$ cat src/fpcg_defs.vh
`ifndef FPCG_DEFS_VH
`define FPCG_DEFS_VH

// Bit positions inside machine_control_word0.
`define FPCG_MCW0_WAIT_WATCH 1
`define FPCG_MCW0_SOFT_TRAP 2
`define FPCG_MCW0_TASK_SW 3
`define FPCG_MCW0_NATIVE_ERR 5
`define FPCG_MCW0_NO_WB 29
`define FPCG_MCW0_CACHE_DIS 30
// Reset value: cache_disable_flag and no_writeback_flag set, bit 4 set.
`define FPCG_MCW0_RESET 32'h60000010

// Bit positions inside ext_control_word.
`define FPCG_ECW_SIMD_SAVE 9
`define FPCG_ECW_SIMD_FAULT 10
`define FPCG_ECW_RESET 32'h00000000

// simd_ctrl_status reset value.
`define FPCG_SCS_RESET 32'h00001F80

// Identification query feature bits.
`define FPCG_ID_LEAF_FEATURES 32'h00000001
`define FPCG_ID_R1_LINE_FLUSH 19
`define FPCG_ID_R1_CTX_SAVE 24
`define FPCG_ID_R1_SIMD_L1 25
`define FPCG_ID_R1_SIMD_L2 26
`define FPCG_ID_R2_SIMD_L3 0

// Memory type codes.
`define FPCG_MT_UNCACHED 8'h00

// Cache line count; reset invalidates every line in the same cycle.
`define FPCG_CACHE_LINES 64
`define FPCG_CACHE_IDX_W 6

// Model register indexes held locally.
`define FPCG_MSR_MTR0 32'h00000200
`define FPCG_MSR_MTR1 32'h00000201
`define FPCG_MSR_SCS 32'h00000202

`endif

$ cat src/fpcg_top.v
// Function
// - Reset clears trap, watch and native-error flags.
// - Trap flag set faults every floating-point instruction.
// - Watch clear: check ops ignore task-switched flag.
// - Watch and task-switched set: check op faults.
// - Native flag picks internal or external error.
// - No-FPU build faults every floating-point instruction.
// - Reset sets cache-off flags; clearing both enables.
// - All cache lines invalid after reset.
// - Page bits control caching per page.
// - Memory-type range value zero means uncached.
// - Model registers reached only by dedicated ops.
// - Query reports SIMD levels at 25, 26, 0.
// - Query reports context ops bit 24, flush 19.
// - Query leaf one loads feature words.
// - Extended word bit 9 is simd save flag.
// - Extended word bit 10 is simd fault flag.
// - Reset loads simd status 1F80; soft init keeps.
`timescale 1ns/1ns
`include "fpcg_defs.vh"

module fpcg_top
#(
    parameter FPU_PRESENT = 1,
    parameter [31:0] FEAT_R1_OTHER = 32'h00000000,
    parameter [31:0] FEAT_R2_OTHER = 32'h00000000
)
(
    // Clock and reset
    input wire core_clk_i,
    input wire rstn_i,
    input wire soft_init_i,
    // Control word writes
    input wire mcw0_wr_i,
    input wire [31:0] mcw0_wdata_i,
    input wire ecw_wr_i,
    input wire [31:0] ecw_wdata_i,
    // Control word state
    output wire [31:0] mcw0_o,
    output wire [31:0] ecw_o,
    output wire os_simd_save_flag_o,
    output wire os_simd_fault_flag_o,
    // Instruction issue
    input wire fp_op_i,
    input wire pending_fp_check_op_i,
    input wire fp_unmasked_err_i,
    output wire dev_unavail_o,
    output wire fp_err_internal_o,
    output wire fp_err_external_o,
    // Caching
    input wire page_cache_off_i,
    input wire page_write_through_i,
    input wire [7:0] range_type_sel_i,
    output wire cache_enable_o,
    output wire access_cacheable_o,
    output wire access_write_through_o,
    input wire fill_i,
    input wire [`FPCG_CACHE_IDX_W-1:0] fill_idx_i,
    input wire [`FPCG_CACHE_IDX_W-1:0] look_idx_i,
    output wire look_valid_o,
    // Model register access
    input wire model_reg_read_op_i,
    input wire model_reg_write_op_i,
    input wire [31:0] model_reg_idx_i,
    input wire [31:0] model_reg_wdata_i,
    output reg [31:0] model_reg_rdata_o,
    output reg model_reg_fault_o,
    // Identification query
    input wire ident_query_i,
    input wire [31:0] ident_leaf_i,
    output reg [31:0] ident_r1_o,
    output reg [31:0] ident_r2_o
);

    reg [31:0] mcw0_q;
    reg [31:0] mcw0_d;
    reg [31:0] ecw_q;
    reg [31:0] ecw_d;
    reg [31:0] scs_q;
    reg [7:0] mtr0_q;
    reg [7:0] mtr1_q;
    reg [7:0] range_type;
    reg ident_hit;

    // Writes land at the edge, so the next issued instruction sees them.
    always @*
    begin
        mcw0_d = mcw0_q;
        if (mcw0_wr_i)
            mcw0_d = mcw0_wdata_i;
        ecw_d = ecw_q;
        if (ecw_wr_i)
            ecw_d = ecw_wdata_i;
    end

    always @(posedge core_clk_i)
    begin
        if (!rstn_i)
        begin
            mcw0_q <= `FPCG_MCW0_RESET;
            ecw_q <= `FPCG_ECW_RESET;
        end
        else if (soft_init_i)
        begin
            // Soft init keeps the cache-off flags, sets bit 4, clears the rest.
            mcw0_q <= (mcw0_q & ((32'h1 << `FPCG_MCW0_CACHE_DIS) | (32'h1 << `FPCG_MCW0_NO_WB)))
                | 32'h00000010;
            ecw_q <= `FPCG_ECW_RESET;
        end
        else
        begin
            mcw0_q <= mcw0_d;
            ecw_q <= ecw_d;
        end
    end

    assign mcw0_o = mcw0_q;
    assign ecw_o = ecw_q;
    assign os_simd_save_flag_o = ecw_q[`FPCG_ECW_SIMD_SAVE];
    assign os_simd_fault_flag_o = ecw_q[`FPCG_ECW_SIMD_FAULT];

    // Fault decisions use the committed flags only.
    fpcg_fault_decode u_fault
    (
        .soft_fp_trap_flag_i(mcw0_q[`FPCG_MCW0_SOFT_TRAP]),
        .wait_coproc_watch_flag_i(mcw0_q[`FPCG_MCW0_WAIT_WATCH]),
        .native_error_flag_i(mcw0_q[`FPCG_MCW0_NATIVE_ERR]),
        .task_switched_flag_i(mcw0_q[`FPCG_MCW0_TASK_SW]),
        .fpu_present_i(FPU_PRESENT != 0),
        .fp_op_i(fp_op_i),
        .pending_fp_check_op_i(pending_fp_check_op_i),
        .fp_unmasked_err_i(fp_unmasked_err_i),
        .dev_unavail_o(dev_unavail_o),
        .fp_err_internal_o(fp_err_internal_o),
        .fp_err_external_o(fp_err_external_o)
    );

    // Caches run only with both cache-off flags clear.
    assign cache_enable_o = ~mcw0_q[`FPCG_MCW0_CACHE_DIS] & ~mcw0_q[`FPCG_MCW0_NO_WB];

    always @*
    begin
        range_type = range_type_sel_i[0] ? mtr1_q : mtr0_q;
    end

    assign access_cacheable_o = cache_enable_o & ~page_cache_off_i
        & (range_type != `FPCG_MT_UNCACHED);
    assign access_write_through_o = access_cacheable_o & page_write_through_i;

    fpcg_cache_valid u_valid
    (
        .core_clk_i(core_clk_i),
        .rstn_i(rstn_i),
        .fill_i(fill_i & cache_enable_o),
        .fill_idx_i(fill_idx_i),
        .look_idx_i(look_idx_i),
        .look_valid_o(look_valid_o)
    );

    // Model registers: range types and simd status, only via the dedicated ops.
    always @(posedge core_clk_i)
    begin
        if (!rstn_i)
        begin
            mtr0_q <= `FPCG_MT_UNCACHED;
            mtr1_q <= `FPCG_MT_UNCACHED;
            scs_q <= `FPCG_SCS_RESET;
        end
        else if (model_reg_write_op_i && !soft_init_i)
        begin
            if (model_reg_idx_i == `FPCG_MSR_MTR0)
                mtr0_q <= model_reg_wdata_i[7:0];
            if (model_reg_idx_i == `FPCG_MSR_MTR1)
                mtr1_q <= model_reg_wdata_i[7:0];
            if (model_reg_idx_i == `FPCG_MSR_SCS)
                scs_q <= model_reg_wdata_i;
        end
    end

    always @(posedge core_clk_i)
    begin
        if (!rstn_i)
        begin
            model_reg_rdata_o <= 32'h00000000;
            model_reg_fault_o <= 1'b0;
        end
        else
        begin
            model_reg_fault_o <= 1'b0;
            if (model_reg_read_op_i)
            begin
                case (model_reg_idx_i)
                    `FPCG_MSR_MTR0: model_reg_rdata_o <= {24'h000000, mtr0_q};
                    `FPCG_MSR_MTR1: model_reg_rdata_o <= {24'h000000, mtr1_q};
                    `FPCG_MSR_SCS: model_reg_rdata_o <= scs_q;
                    default:
                    begin
                        model_reg_rdata_o <= 32'h00000000;
                        model_reg_fault_o <= 1'b1;
                    end
                endcase
            end
            else if (model_reg_write_op_i)
            begin
                case (model_reg_idx_i)
                    `FPCG_MSR_MTR0, `FPCG_MSR_MTR1, `FPCG_MSR_SCS: model_reg_fault_o <= 1'b0;
                    default: model_reg_fault_o <= 1'b1;
                endcase
            end
        end
    end

    // Identification query.
    always @*
    begin
        ident_hit = ident_query_i && (ident_leaf_i == `FPCG_ID_LEAF_FEATURES);
    end

    always @(posedge core_clk_i)
    begin
        if (!rstn_i)
        begin
            ident_r1_o <= 32'h00000000;
            ident_r2_o <= 32'h00000000;
        end
        else if (ident_hit)
        begin
            ident_r1_o <= FEAT_R1_OTHER
                | (32'h1 << `FPCG_ID_R1_SIMD_L1)
                | (32'h1 << `FPCG_ID_R1_SIMD_L2)
                | (32'h1 << `FPCG_ID_R1_CTX_SAVE)
                | (32'h1 << `FPCG_ID_R1_LINE_FLUSH);
            ident_r2_o <= FEAT_R2_OTHER | (32'h1 << `FPCG_ID_R2_SIMD_L3);
        end
        else if (ident_query_i)
        begin
            ident_r1_o <= 32'h00000000;
            ident_r2_o <= 32'h00000000;
        end
    end

endmodule

$ cat src/fpcg_fault_decode.v
`timescale 1ns/1ns
`include "fpcg_defs.vh"

module fpcg_fault_decode
(
    // Flags
    input wire soft_fp_trap_flag_i,
    input wire wait_coproc_watch_flag_i,
    input wire native_error_flag_i,
    input wire task_switched_flag_i,
    input wire fpu_present_i,
    // Instruction class
    input wire fp_op_i,
    input wire pending_fp_check_op_i,
    input wire fp_unmasked_err_i,
    // Results
    output wire dev_unavail_o,
    output wire fp_err_internal_o,
    output wire fp_err_external_o
);

    wire fp_trap;
    wire wait_trap;

    assign fp_trap = fp_op_i & (soft_fp_trap_flag_i | ~fpu_present_i);
    assign wait_trap = pending_fp_check_op_i & wait_coproc_watch_flag_i & task_switched_flag_i;
    assign dev_unavail_o = fp_trap | wait_trap;
    assign fp_err_internal_o = fp_unmasked_err_i & native_error_flag_i;
    assign fp_err_external_o = fp_unmasked_err_i & ~native_error_flag_i;

endmodule

$ cat src/fpcg_cache_valid.v
`timescale 1ns/1ns
`include "fpcg_defs.vh"

module fpcg_cache_valid
(
    // Clock and reset
    input wire core_clk_i,
    input wire rstn_i,
    // Line fill and lookup
    input wire fill_i,
    input wire [`FPCG_CACHE_IDX_W-1:0] fill_idx_i,
    input wire [`FPCG_CACHE_IDX_W-1:0] look_idx_i,
    output reg look_valid_o
);

    reg [`FPCG_CACHE_LINES-1:0] valid_q;

    genvar i;
    generate
        for (i = 0; i < `FPCG_CACHE_LINES; i = i + 1)
        begin : g_line
            always @(posedge core_clk_i)
            begin
                if (!rstn_i)
                    valid_q[i] <= 1'b0;
                else if (fill_i && (fill_idx_i == i))
                    valid_q[i] <= 1'b1;
            end
        end
    endgenerate

    always @(posedge core_clk_i)
    begin
        if (!rstn_i)
            look_valid_o <= 1'b0;
        else
            look_valid_o <= valid_q[look_idx_i];
    end

endmodule

$ cat config.mk
export PLATFORM = sky130hd
export DESIGN_NAME = fpcg_top
export DESIGN_NICKNAME = d
export VERILOG_FILES = /design/src/fpcg_top.v /design/src/fpcg_fault_decode.v /design/src/fpcg_cache_valid.v
export VERILOG_INCLUDE_DIRS = /design/src
export SDC_FILE = /design/constraint.sdc
export NUM_CORES = 1
export LEC_CHECK = 0
export BUFFER_PORTS_ARGS = -buffer_cell sky130_fd_sc_hd__clkbuf_2
export CAP_MARGIN = 20
export CORE_AREA = 3 3 142 144
export DETAILED_ROUTE_END_ITERATION = 8
export DIE_AREA = 0 0 145 147
export PLACE_DENSITY_LB_ADDON = 0.1
export SYNTH_ARGS = -nofsm -noshare
export SYNTH_HDL_FRONTEND = slang
export SYNTH_HIERARCHICAL = 1
export SYNTH_SLANG_ARGS = --single-unit
$ cat constraint.sdc
create_clock -name core_clk_i -period 3.85 [get_ports core_clk_i]
set_input_delay 0.1925 -clock core_clk_i [delete_from_list [all_inputs] [get_ports core_clk_i]]
set_output_delay 0.1925 -clock core_clk_i [all_outputs]
set_load 0.005 [all_outputs]
==> results_dict.tcl, run 1 <==
set metrics [dict create \
    fin_nets 1538 \
    cpPeakStageDelay_ns 0.37 \
    overflow 0 \
    ys_warn_count 6 \
    hold_start "ident_leaf_i[11]" \
    num_vias 8070 \
    port_buffers 297 \
    ant_nets 0 \
    cts_root_buffer "clkbuf_16" \
    path_class "reg -> out" \
    coreArea_sq_um 18800 \
    initial_core_util_pct 50.3 \
    r2r_start "mcw0_o[29]$_SDFFE_PN1P_" \
    cts_tree "built" \
    critical-path-top-delay-family "simple AND/OR/NAND/NOR gates" \
    drt_wl_total_mm 25.6 \
    netlist_area_sq_um 9470 \
    synth_cells 990 \
    drv_cap 0 \
    hold_viol 0 \
    synth_edf_count 0 \
    period_minus_slack_ns 2.10 \
    slowest_stage "nor4_1" \
    min_path_type "in -> reg" \
    hold_slack_ns 0.0159 \
    syn_to_final_growth_pct 32.2 \
    p_total_mw 4.94 \
    drc 0 \
    boundaryPins 364 \
    path_cells "nor4_1 > nand4b_1 > and4b_1 > and2_1 > clkbuf_2" \
    postCtsSetupBuffers 0 \
    synth_commonest_cells "211 x dfxtp_1, 123 x mux2i_1, 94 x nor2_1, 81 x nand2_1, 77 x a21oi_1" \
    gp_congestion 0.793 \
    clockBufferDepth 3 \
    grt_pass1_wl_mm 41.7 \
    utilization_pct 66.5 \
    design.die.area_sq_um 21300 \
    synth.largest_area_cell "dfxtp_1" \
    grt_usage_pct 23.1 \
    vdd_drop_max_mv 0.283 \
    required_ns 3.66 \
    dieWidth_um 145 \
    cts_sinks 211 \
    seq_area_frac_synth_pct 44.6 \
    netlist-cell-type-count 48 \
    dr.pass1.iters 5 \
    cts.clk_slew.worst_paths_ns 0.06 \
    layout-drive-gt1-share_pct 27.8 \
    fillerInstances 1497 \
    finClkSkew_ns 0.00565 \
    hpwl_mm 17.0 \
    htreeDepth 1 \
    leakagePower_nw 5.49 \
    clock_latency_ns 0.51 \
    avgRoutedWirePerCell_um 15.8 \
    std_cell_rows 50 \
    crit_start "mtr1_q[2]$_SDFFE_PN0P_" \
    synth-main-ff-cell "dfxtp_1" \
    slew-limit-headroom_pct 32.5 \
    antenna_cells 0 \
    holdPathStages 5 \
    first_iter_violations 362 \
    drv_slew 0 \
    grt_pass1_vias 8177 \
    worst_pin_slew_ns 1.01 \
    synthTopCellsByArea "dfxtp_1 45%, mux2i_1 13%, buf_4 5.2%, a21oi_1 4.1%, nor2_1 3.7%" \
    power_density_nw_per_um2 394 \
    setup_viol 0 \
    rr_worst_depth 6 \
    syn_area_per_cell_sq_um 9.57 \
    synth_top_area_share_pct 44.6 \
    max_freq_ghz 0.476 \
    crit_path_start_kind "flip-flop" \
    cts_resized 0 \
    endpoint_kind "output pin" \
    yosysMostFrequentCell "dfxtp_1" \
    antenna_found_initial 1 \
    numCtsBuffers 24 \
    status "finished, final reports clean" \
    avgViaCountPerCell 4.98 \
    tns_ns 0 \
    setup_ws_ns 1.75 \
    fin_crit_sh_pct 54.5 \
    grt_max_degree 71 \
    path_max_fanout 3 \
    async_reset_ff_share_pct 0 \
    die_y_um 147 \
    critical_path_cell_count 5 \
    rsz0062_at_grt "false" \
    synth_seq_cells 211 \
    cp_num_buf_inv 1 \
    place_ws_ns 1.63 \
    arrival_ns 1.91 \
]
final cells by class:
| type | instances | area [sq um] | share of cell area (%) |
|---|---|---|---|
| sequential | 211 | 4220 | 33.7 |
| inverter | 1 | 3.75 | 0.0300 |
| multi-input combinational | 703 | 4650 | 37.1 |
| clock buffer | 35 | 692 | 5.53 |
| timing repair buffer | 403 | 2520 | 20.2 |
| clock inverter | 8 | 104 | 0.829 |
| tap | 260 | 325 | 2.60 |
worst paths after layout:
path	to	slack [ns]
min	ident_r1_o[25]$_SDFFE_PN0P_	0.02
min reg2reg	scs_q[21]$_SDFFE_PN0P_	0.45
max reg2reg	u_valid/valid_q[24]$_SDFFE_PN0P_	1.90
max	access_write_through_o	1.75
sequential cells by signal (all words and copies together) (netlist names), 8 cells and up:
signal	flops
u_valid/valid_q	64
ecw_o	32
mcw0_o	32
model_reg_rdata_o	32
scs_q	32
mtr0_q	8
mtr1_q	8
metrics by stage:
| step | area (sq um) | cells |
|---|---|---|
| after floorplan | 9690 | 1048 |
| after global placement | 10800 | 1482 |
| after detailed placement | 10800 | 1482 |
| after CTS | 12500 | 1621 |
| after global routing | 12500 | 1621 |
| final | 12500 | 1621 |
tightest hold or removal path: stages:
cell and delay, ns:
clkbuf_2 0.07, nor2_1 0.03, nand2_1 0.04, or3_1 0.09, a21oi_1 0.05
cell families after synthesis:
| kind of cell | count (synthesis) | share of synthesized area (%) |
|---|---|---|
| AND/OR/NAND/NOR | 380 | 21.9 |
| flip-flops | 211 | 44.6 |
| other | 2 | 0.0793 |
| multiplexers | 140 | 17.2 |
| AO/OA/AOI/OAI | 123 | 7.56 |
| buffers and inverters | 134 | 8.71 |
metal layers:
layer	global-route usage (%)	wire, um	vias up
met1	29.1	10800	3762
met5	0	20	-
li1	-	-	3992
met2	40.4	12600	271
met4	6.08	554	2
met3	5.18	1620	43
power by group:
| group | internal, mW | switching [mW] |
|---|---|---|
| Combinational | 0.226 | 0.220 |
| Sequential | 2.21 | 0.0142 |
| Clock | 1.38 | 0.888 |
| Total | 3.81 | 1.12 |
placed cells by master (no fill, tap or decap), drive strengths merged, types with 7 or more instances in the layout:
cell	count
dfxtp	211
nand2	81
and3	25
nor4	22
o21a	20
nand2b	38
conb	60
buf	11
clkbuf	331
a21oi	77
o21ai	11
mux2i	123
dlygate4sd3	96
nand3	28
a31oi	7
nor3	11
nor2b	51
nand4	9
mux4	17
nor2	94
what timing repair did:
item | CTS | global route
hold buffers | 96 | 0
setup endpoints to repair | 0 | 0
endpoints found under the hold margin | 108 | 0
(Power assumes the default switching activity.)
==> inputs of run 2 (changes only) <==
Settings changed: ABC_AREA set to 1, CORE_AREA 3 3 142 144 to not set, CORE_MARGIN set to 3, CORE_UTILIZATION set to 44, DIE_AREA 0 0 145 147 to not set.
Clock period 3.85 ns to 1.8 ns, I/O delays scaled along.
==> run 2 against run 1 <==
Synthesized area fell by 4.8%. Clock power rose by 100%. Synthesized cell count rose by 24%. Core utilization fell by 3.7 points.
==> results_dict.tcl, run 2 <==
set metrics [dict create \
    ant_nets 0 \
    arrival_ns 1.66 \
    dieWidth_um 149 \
    period_minus_slack_ns 1.75 \
    clock_latency_ns 0.51 \
    gp_congestion 0.808 \
    numCtsBuffers 24 \
    path_cells "nor3_1 > nand2_1 > a22o_1 > inv_2 > nor2_1 > clkbuf_2" \
    seqCellArea_sq_um 4230 \
    crit_path_start_kind "flip-flop" \
    syn_area_per_cell_sq_um 7.35 \
    std_cell_rows 51 \
    synth.largest_area_cell "dfxtp_1" \
    finClkSkew_ns 0.0114 \
    cts.clk_slew.worst_paths_ns 0.06 \
    initial_core_util_pct 45.6 \
    avgRoutedWirePerCell_um 14.7 \
    slew-limit-headroom_pct 53.4 \
    p_switching_mw 2.44 \
    drv_cap 0 \
    required_ns 1.71 \
    clockBufferDepth 3 \
    dr.pass1.iters 4 \
    syn_to_final_growth_pct 37.7 \
    drt_wl_total_mm 28.1 \
    async_reset_ff_share_pct 0 \
    endpoint_kind "output pin" \
    synthTopCellsByArea "dfxtp_1 47%, nand2_1 12%, a21oi_1 10%, buf_4 6.0%, nor2_1 6.0%" \
    antenna_found_initial 1 \
    cts_sinks 211 \
    synth_seq_cells 211 \
    max_freq_ghz 0.572 \
    overflow 0 \
    synth_edf_count 0 \
    final_cell_mix "296 x clkbuf_2, 294 x nand2_1, 209 x dfxtp_1" \
    top_register "u_valid/valid_q" \
    grt_pass1_vias 8812 \
    cpPeakStageDelay_ns 0.32 \
    hold_viol 0 \
    path_max_fanout 3 \
    num_vias 9142 \
    multi_input_area_sq_um 3950 \
    cts_root_buffer "clkbuf_16" \
    fin_nets 1816 \
    fin_crit_sh_pct 97.2 \
    synth-main-ff-cell "dfxtp_1" \
    internal_power_mw 7.96 \
    drc 0 \
    path_class "reg -> out" \
    drv_slew 0 \
    p_seq_share_pct 46.1 \
    die_y_um 149 \
    tns_ns 0 \
    vdd_drop_max_mv 0.673 \
    boundaryPins 364 \
    min_path_type "in -> reg" \
    comb_power_share_pct 10.1 \
    fillerInstances 1764 \
    port_buffers 297 \
    netlist-cell-type-count 33 \
    design.die.area_sq_um 22300 \
    p_total_mw 10.4 \
    grt_pass1_wl_mm 44.2 \
    worst_pin_slew_ns 0.700 \
    hpwl_mm 19.0 \
    coreArea_sq_um 19800 \
    p_clk_share_pct 43.8 \
    avgViaCountPerCell 4.80 \
    seq_area_frac_synth_pct 46.8 \
    cts_tree "built" \
    status "finished, final reports clean" \
    synth_cells 1227 \
    synth_top_area_share_pct 46.8 \
    netlist_area_sq_um 9020 \
    grt_usage_pct 24.1 \
    layout_commonest_cell "clkbuf_2" \
    first_iter_violations 568 \
    layout-drive-gt1-share_pct 23.6 \
    setup_viol 0 \
    htreeDepth 1 \
    synth_commonest_cells "294 x nand2_1, 211 x dfxtp_1, 182 x a21oi_1, 144 x nor2_1, 98 x nand3_1" \
    yosysMostFrequentCell "nand2_1" \
    grt_max_degree 66 \
    largest_register_ffs 64 \
    ys_warn_count 6 \
    leakagePower_nw 5.75 \
    slowest_stage "dfxtp_1" \
    power_density_nw_per_um2 837 \
    p_sw_share_pct 23.4 \
]
==> run 2: cell count changes in the layout (fill, tap and decap cells not counted), moves of 20 or more <==
cell / previous run / this run
nand3_1: 28 / 98
and3_1: 25 / 0
inv_1: 1 / 51
nand2b_1: 36 / 0
mux2i_1: 123 / 0
a21oi_1: 77 / 182
o21ai_0: 10 / 53
o21a_1: 20 / 0
nand2_1: 81 / 294
nor2_1: 94 / 143
dlygate4sd3_1: 96 / 120
nor2b_1: 51 / 0
==> run 2: critical path: cells and delay by family, from the launching register on <==
kind                   cells  cell delay (ns)
buffers and inverters      2             0.23
DFF                        1             0.32
and+or+nand+nor            3             0.34
AOI/OAI and AO/OA          1             0.28
==> run 2: routing by layer <==
layer / share of wire (%) / GRT usage (%)
met3: 8.2 / 5.80
met5: 0 / 0
met4: 2.6 / 7.28
met2: 49 / 43.1
met1: 40 / 28.6
==> run 2: kinds of logic (layout without fill, tap and decap cells) <==
kind of cell / count (synthesis) / count (layout) / share of synthesized area (%)
buffers and inverters: 193 / 547 / 12.1
DFF: 211 / 211 / 46.8
other: 2 / 61 / 0.0833
AOI/OAI and AO/OA: 251 / 251 / 14.1
and+or+nand+nor: 570 / 570 / 27.0
==> run 2: power by group through the flow <==
stage                     logic (mW)  registers, mW  clock network [mW]
after floorplan                0.492           4.89                   0
after detailed placement       0.824           4.89                   0
after CTS                       1.03           4.79                4.68
final                           1.05           4.79                4.56
after global routing            1.16           4.80                4.88
after global placement         0.822           4.89                   0
==> run 2: final timing paths <==
path	startpoint	endpoint	slack, ns	depth (start not counted)
max	mtr0_q[0]$_SDFFE_PN0P_	access_cacheable_o	0.05	6
min	rstn_i	model_reg_rdata_o[0]$_SDFFE_PN0P_	0.01	4
max reg2reg	u_valid/valid_q[49]$_SDFFE_PN0P_	u_valid/look_valid_o$_SDFF_PN0_	0.22	9
min reg2reg	scs_q[26]$_SDFFE_PN0P_	model_reg_rdata_o[26]$_SDFFE_PN0P_	0.46	2
==> run 2: cell type report <==
type                    count  area share, %
diodes                      1         0.0202
clock buffers              40           5.81
clock inverters             3          0.141
inverters                  60           1.85
multi-input cells         881           31.8
flip-flops and latches    211           34.0
well taps                 265           2.67
repair buffers            444           23.7
==> run 2: what timing repair did <==
item / CTS / global route
buffers inserted: 0 / 0
gates resized for setup: 5 / 5
hold endpoints to repair: 115 / 0
hold buffers: 120 / 0
pin swaps: 2 / 3
setup endpoints to repair: 2 / 2
==> run 2: stage by stage <==
step	cell area [sq um]	hold WS, ns	utilization [%]	worst slack (ns)	instances
after global placement	10500	0.305	52.8	0.252	1741
after CTS	12400	0.0000575	62.7	0.000998	1904
final	12400	0.0114	62.8	0.0508	1905
after floorplan	9240	0.207	-	0.340	1285
after global routing	12400	0.0334	62.8	-0.00277	1905
after detailed placement	10500	0.310	52.8	0.226	1741
==> inputs of run 3 (changes only) <==
Settings changed: REMOVE_ABC_BUFFERS set to 1.
==> run 3 against run 2 <==
Setup slack better by 0.042 ns. Critical endpoint is now access_write_through_o. Sequential cell count stayed put. Power is 0.26% lower.
==> results_dict.tcl, run 3 (synthesized netlist as in run 2, its figures left out) <==
set metrics [dict create \
    status "finished, final reports clean" \
    design.die.area_sq_um 22300 \
    rsz0062_at_grt "false" \
    slowest_stage "dfxtp_1" \
    leakagePower_nw 5.72 \
    postCtsSetupBuffers 0 \
    drc 0 \
    layout_commonest_cell "clkbuf_2" \
    drt_wl_total_mm 27.5 \
    cts.clk_slew.worst_paths_ns 0.06 \
    std_cell_rows 51 \
    cpPeakStageDelay_ns 0.34 \
    hold_viol 0 \
    fillerInstances 1788 \
    avgRoutedWirePerCell_um 14.6 \
    coreArea_sq_um 19800 \
    slew-limit-headroom_pct 55.2 \
    dieWidth_um 149 \
    place_area_sq_um 10400 \
    avgViaCountPerCell 4.85 \
    grt_max_degree 66 \
    finClkSkew_ns 0.0102 \
    clock_latency_ns 0.50 \
    multi_input_area_sq_um 3950 \
    ant_nets 0 \
    endpoint_kind "output pin" \
    setup_viol 0 \
    cts_root_buffer "clkbuf_16" \
    final_area_sq_um 12300 \
    rr_worst_depth 9 \
    cts_tree "built" \
    grt_pass1_wl_mm 44.0 \
    syn_to_final_growth_pct 36.1 \
    drv_slew 0 \
    boundaryPins 364 \
    max_freq_ghz 0.586 \
    utilization_pct 62.1 \
    drv_cap 0 \
    grt_pass1_vias 8887 \
    htreeDepth 1 \
    gp_congestion 0.806 \
    first_iter_violations 576 \
    path_cells "nor3_1 > nand2_1 > a22o_1 > inv_1 > nor3b_2 > clkbuf_2" \
    antenna_found_initial 0 \
    p_total_mw 10.4 \
    dr.pass1.iters 5 \
    antenna_cells 0 \
    die_y_um 149 \
    seqCellArea_sq_um 4220 \
    layout-drive-gt1-share_pct 24.0 \
    power_density_nw_per_um2 844 \
    numCtsBuffers 23 \
    fin_crit_sh_pct 94.8 \
    holdPathStages 5 \
    required_ns 1.71 \
    overflow 0 \
    path_max_fanout 3 \
    period_minus_slack_ns 1.71 \
    hold_slack_ns 0.0524 \
    fin_nets 1803 \
    vdd_drop_max_mv 0.814 \
    tns_ns 0 \
    num_vias 9171 \
    worst_pin_slew_ns 0.672 \
    min_path_type "in -> reg" \
    cts_sinks 211 \
    path_class "reg -> out" \
    port_buffers 297 \
    grt_usage_pct 24.0 \
    clockBufferDepth 3 \
    initial_core_util_pct 45.6 \
    arrival_ns 1.62 \
    crit_path_start_kind "flip-flop" \
    final_cell_mix "297 x clkbuf_2, 294 x nand2_1, 211 x dfxtp_1" \
    hpwl_mm 18.7 \
    top_register "u_valid/valid_q" \
    largest_register_ffs 64 \
]
-- run 3: worst paths after layout --
| path | endpoint | from | slack, ns |
|---|---|---|---|
| max | access_write_through_o | mtr0_q[1]$_SDFFE_PN0P_ | 0.09 |
| min | u_valid/look_valid_o$_SDFF_PN0_ | look_idx_i[3] | 0.05 |
| max reg2reg | u_valid/look_valid_o$_SDFF_PN0_ | u_valid/valid_q[35]$_SDFFE_PN0P_ | 0.19 |
| min reg2reg | model_reg_rdata_o[25]$_SDFFE_PN0P_ | scs_q[25]$_SDFFE_PN0P_ | 0.45 |
-- run 3: per-stage QoR --
stage               cells  setup WS [ns]
CTS                  1891        0.00582
finish               1891         0.0932
detailed placement   1741          0.174
floorplan            1152        -0.0727
global route         1891        0.00269
global placement     1741          0.258
-- run 3: critical path: cells and delay by family (launching register included) --
family | cells | cell delay, ns
buffers and inverters | 2 | 0.24
and+or+nand+nor | 3 | 0.32
DFF | 1 | 0.34
AOI/OAI and AO/OA | 1 | 0.23
-- run 3: per-layer routing --
layer	vias up	share of wire, %	global-route usage [%]
met2	326	50	43.2
met1	4192	40	28.8
met3	43	7.5	6.14
met4	0	2.1	5.35
met5	-	0	0
li1	4610	-	-
-- run 3: where the power goes --
group	leakage [nW]	internal (mW)	total, mW	switching [mW]
logic	3.64	0.475	1.01	0.538
clock network	0.371	2.70	4.56	1.86
registers	1.71	4.75	4.79	0.0439
total	5.72	7.93	10.4	2.44
-- run 3: what timing repair did --
item,in CTS,in global routing
gates resized for setup,5,2
hold endpoints to repair,115,0
pin swaps,0,2
hold buffers,108,0
endpoints found under the setup margin,2,2
-- run 3: final cells by class --
type                    instances  share of cell area, %
well taps                     265                   2.70
clock buffers                  33                   5.40
repair buffers                432                   22.9
multi-input cells             881                   32.2
inverters                      60                   1.87
flip-flops and latches        211                   34.4
clock inverters                 9                  0.601
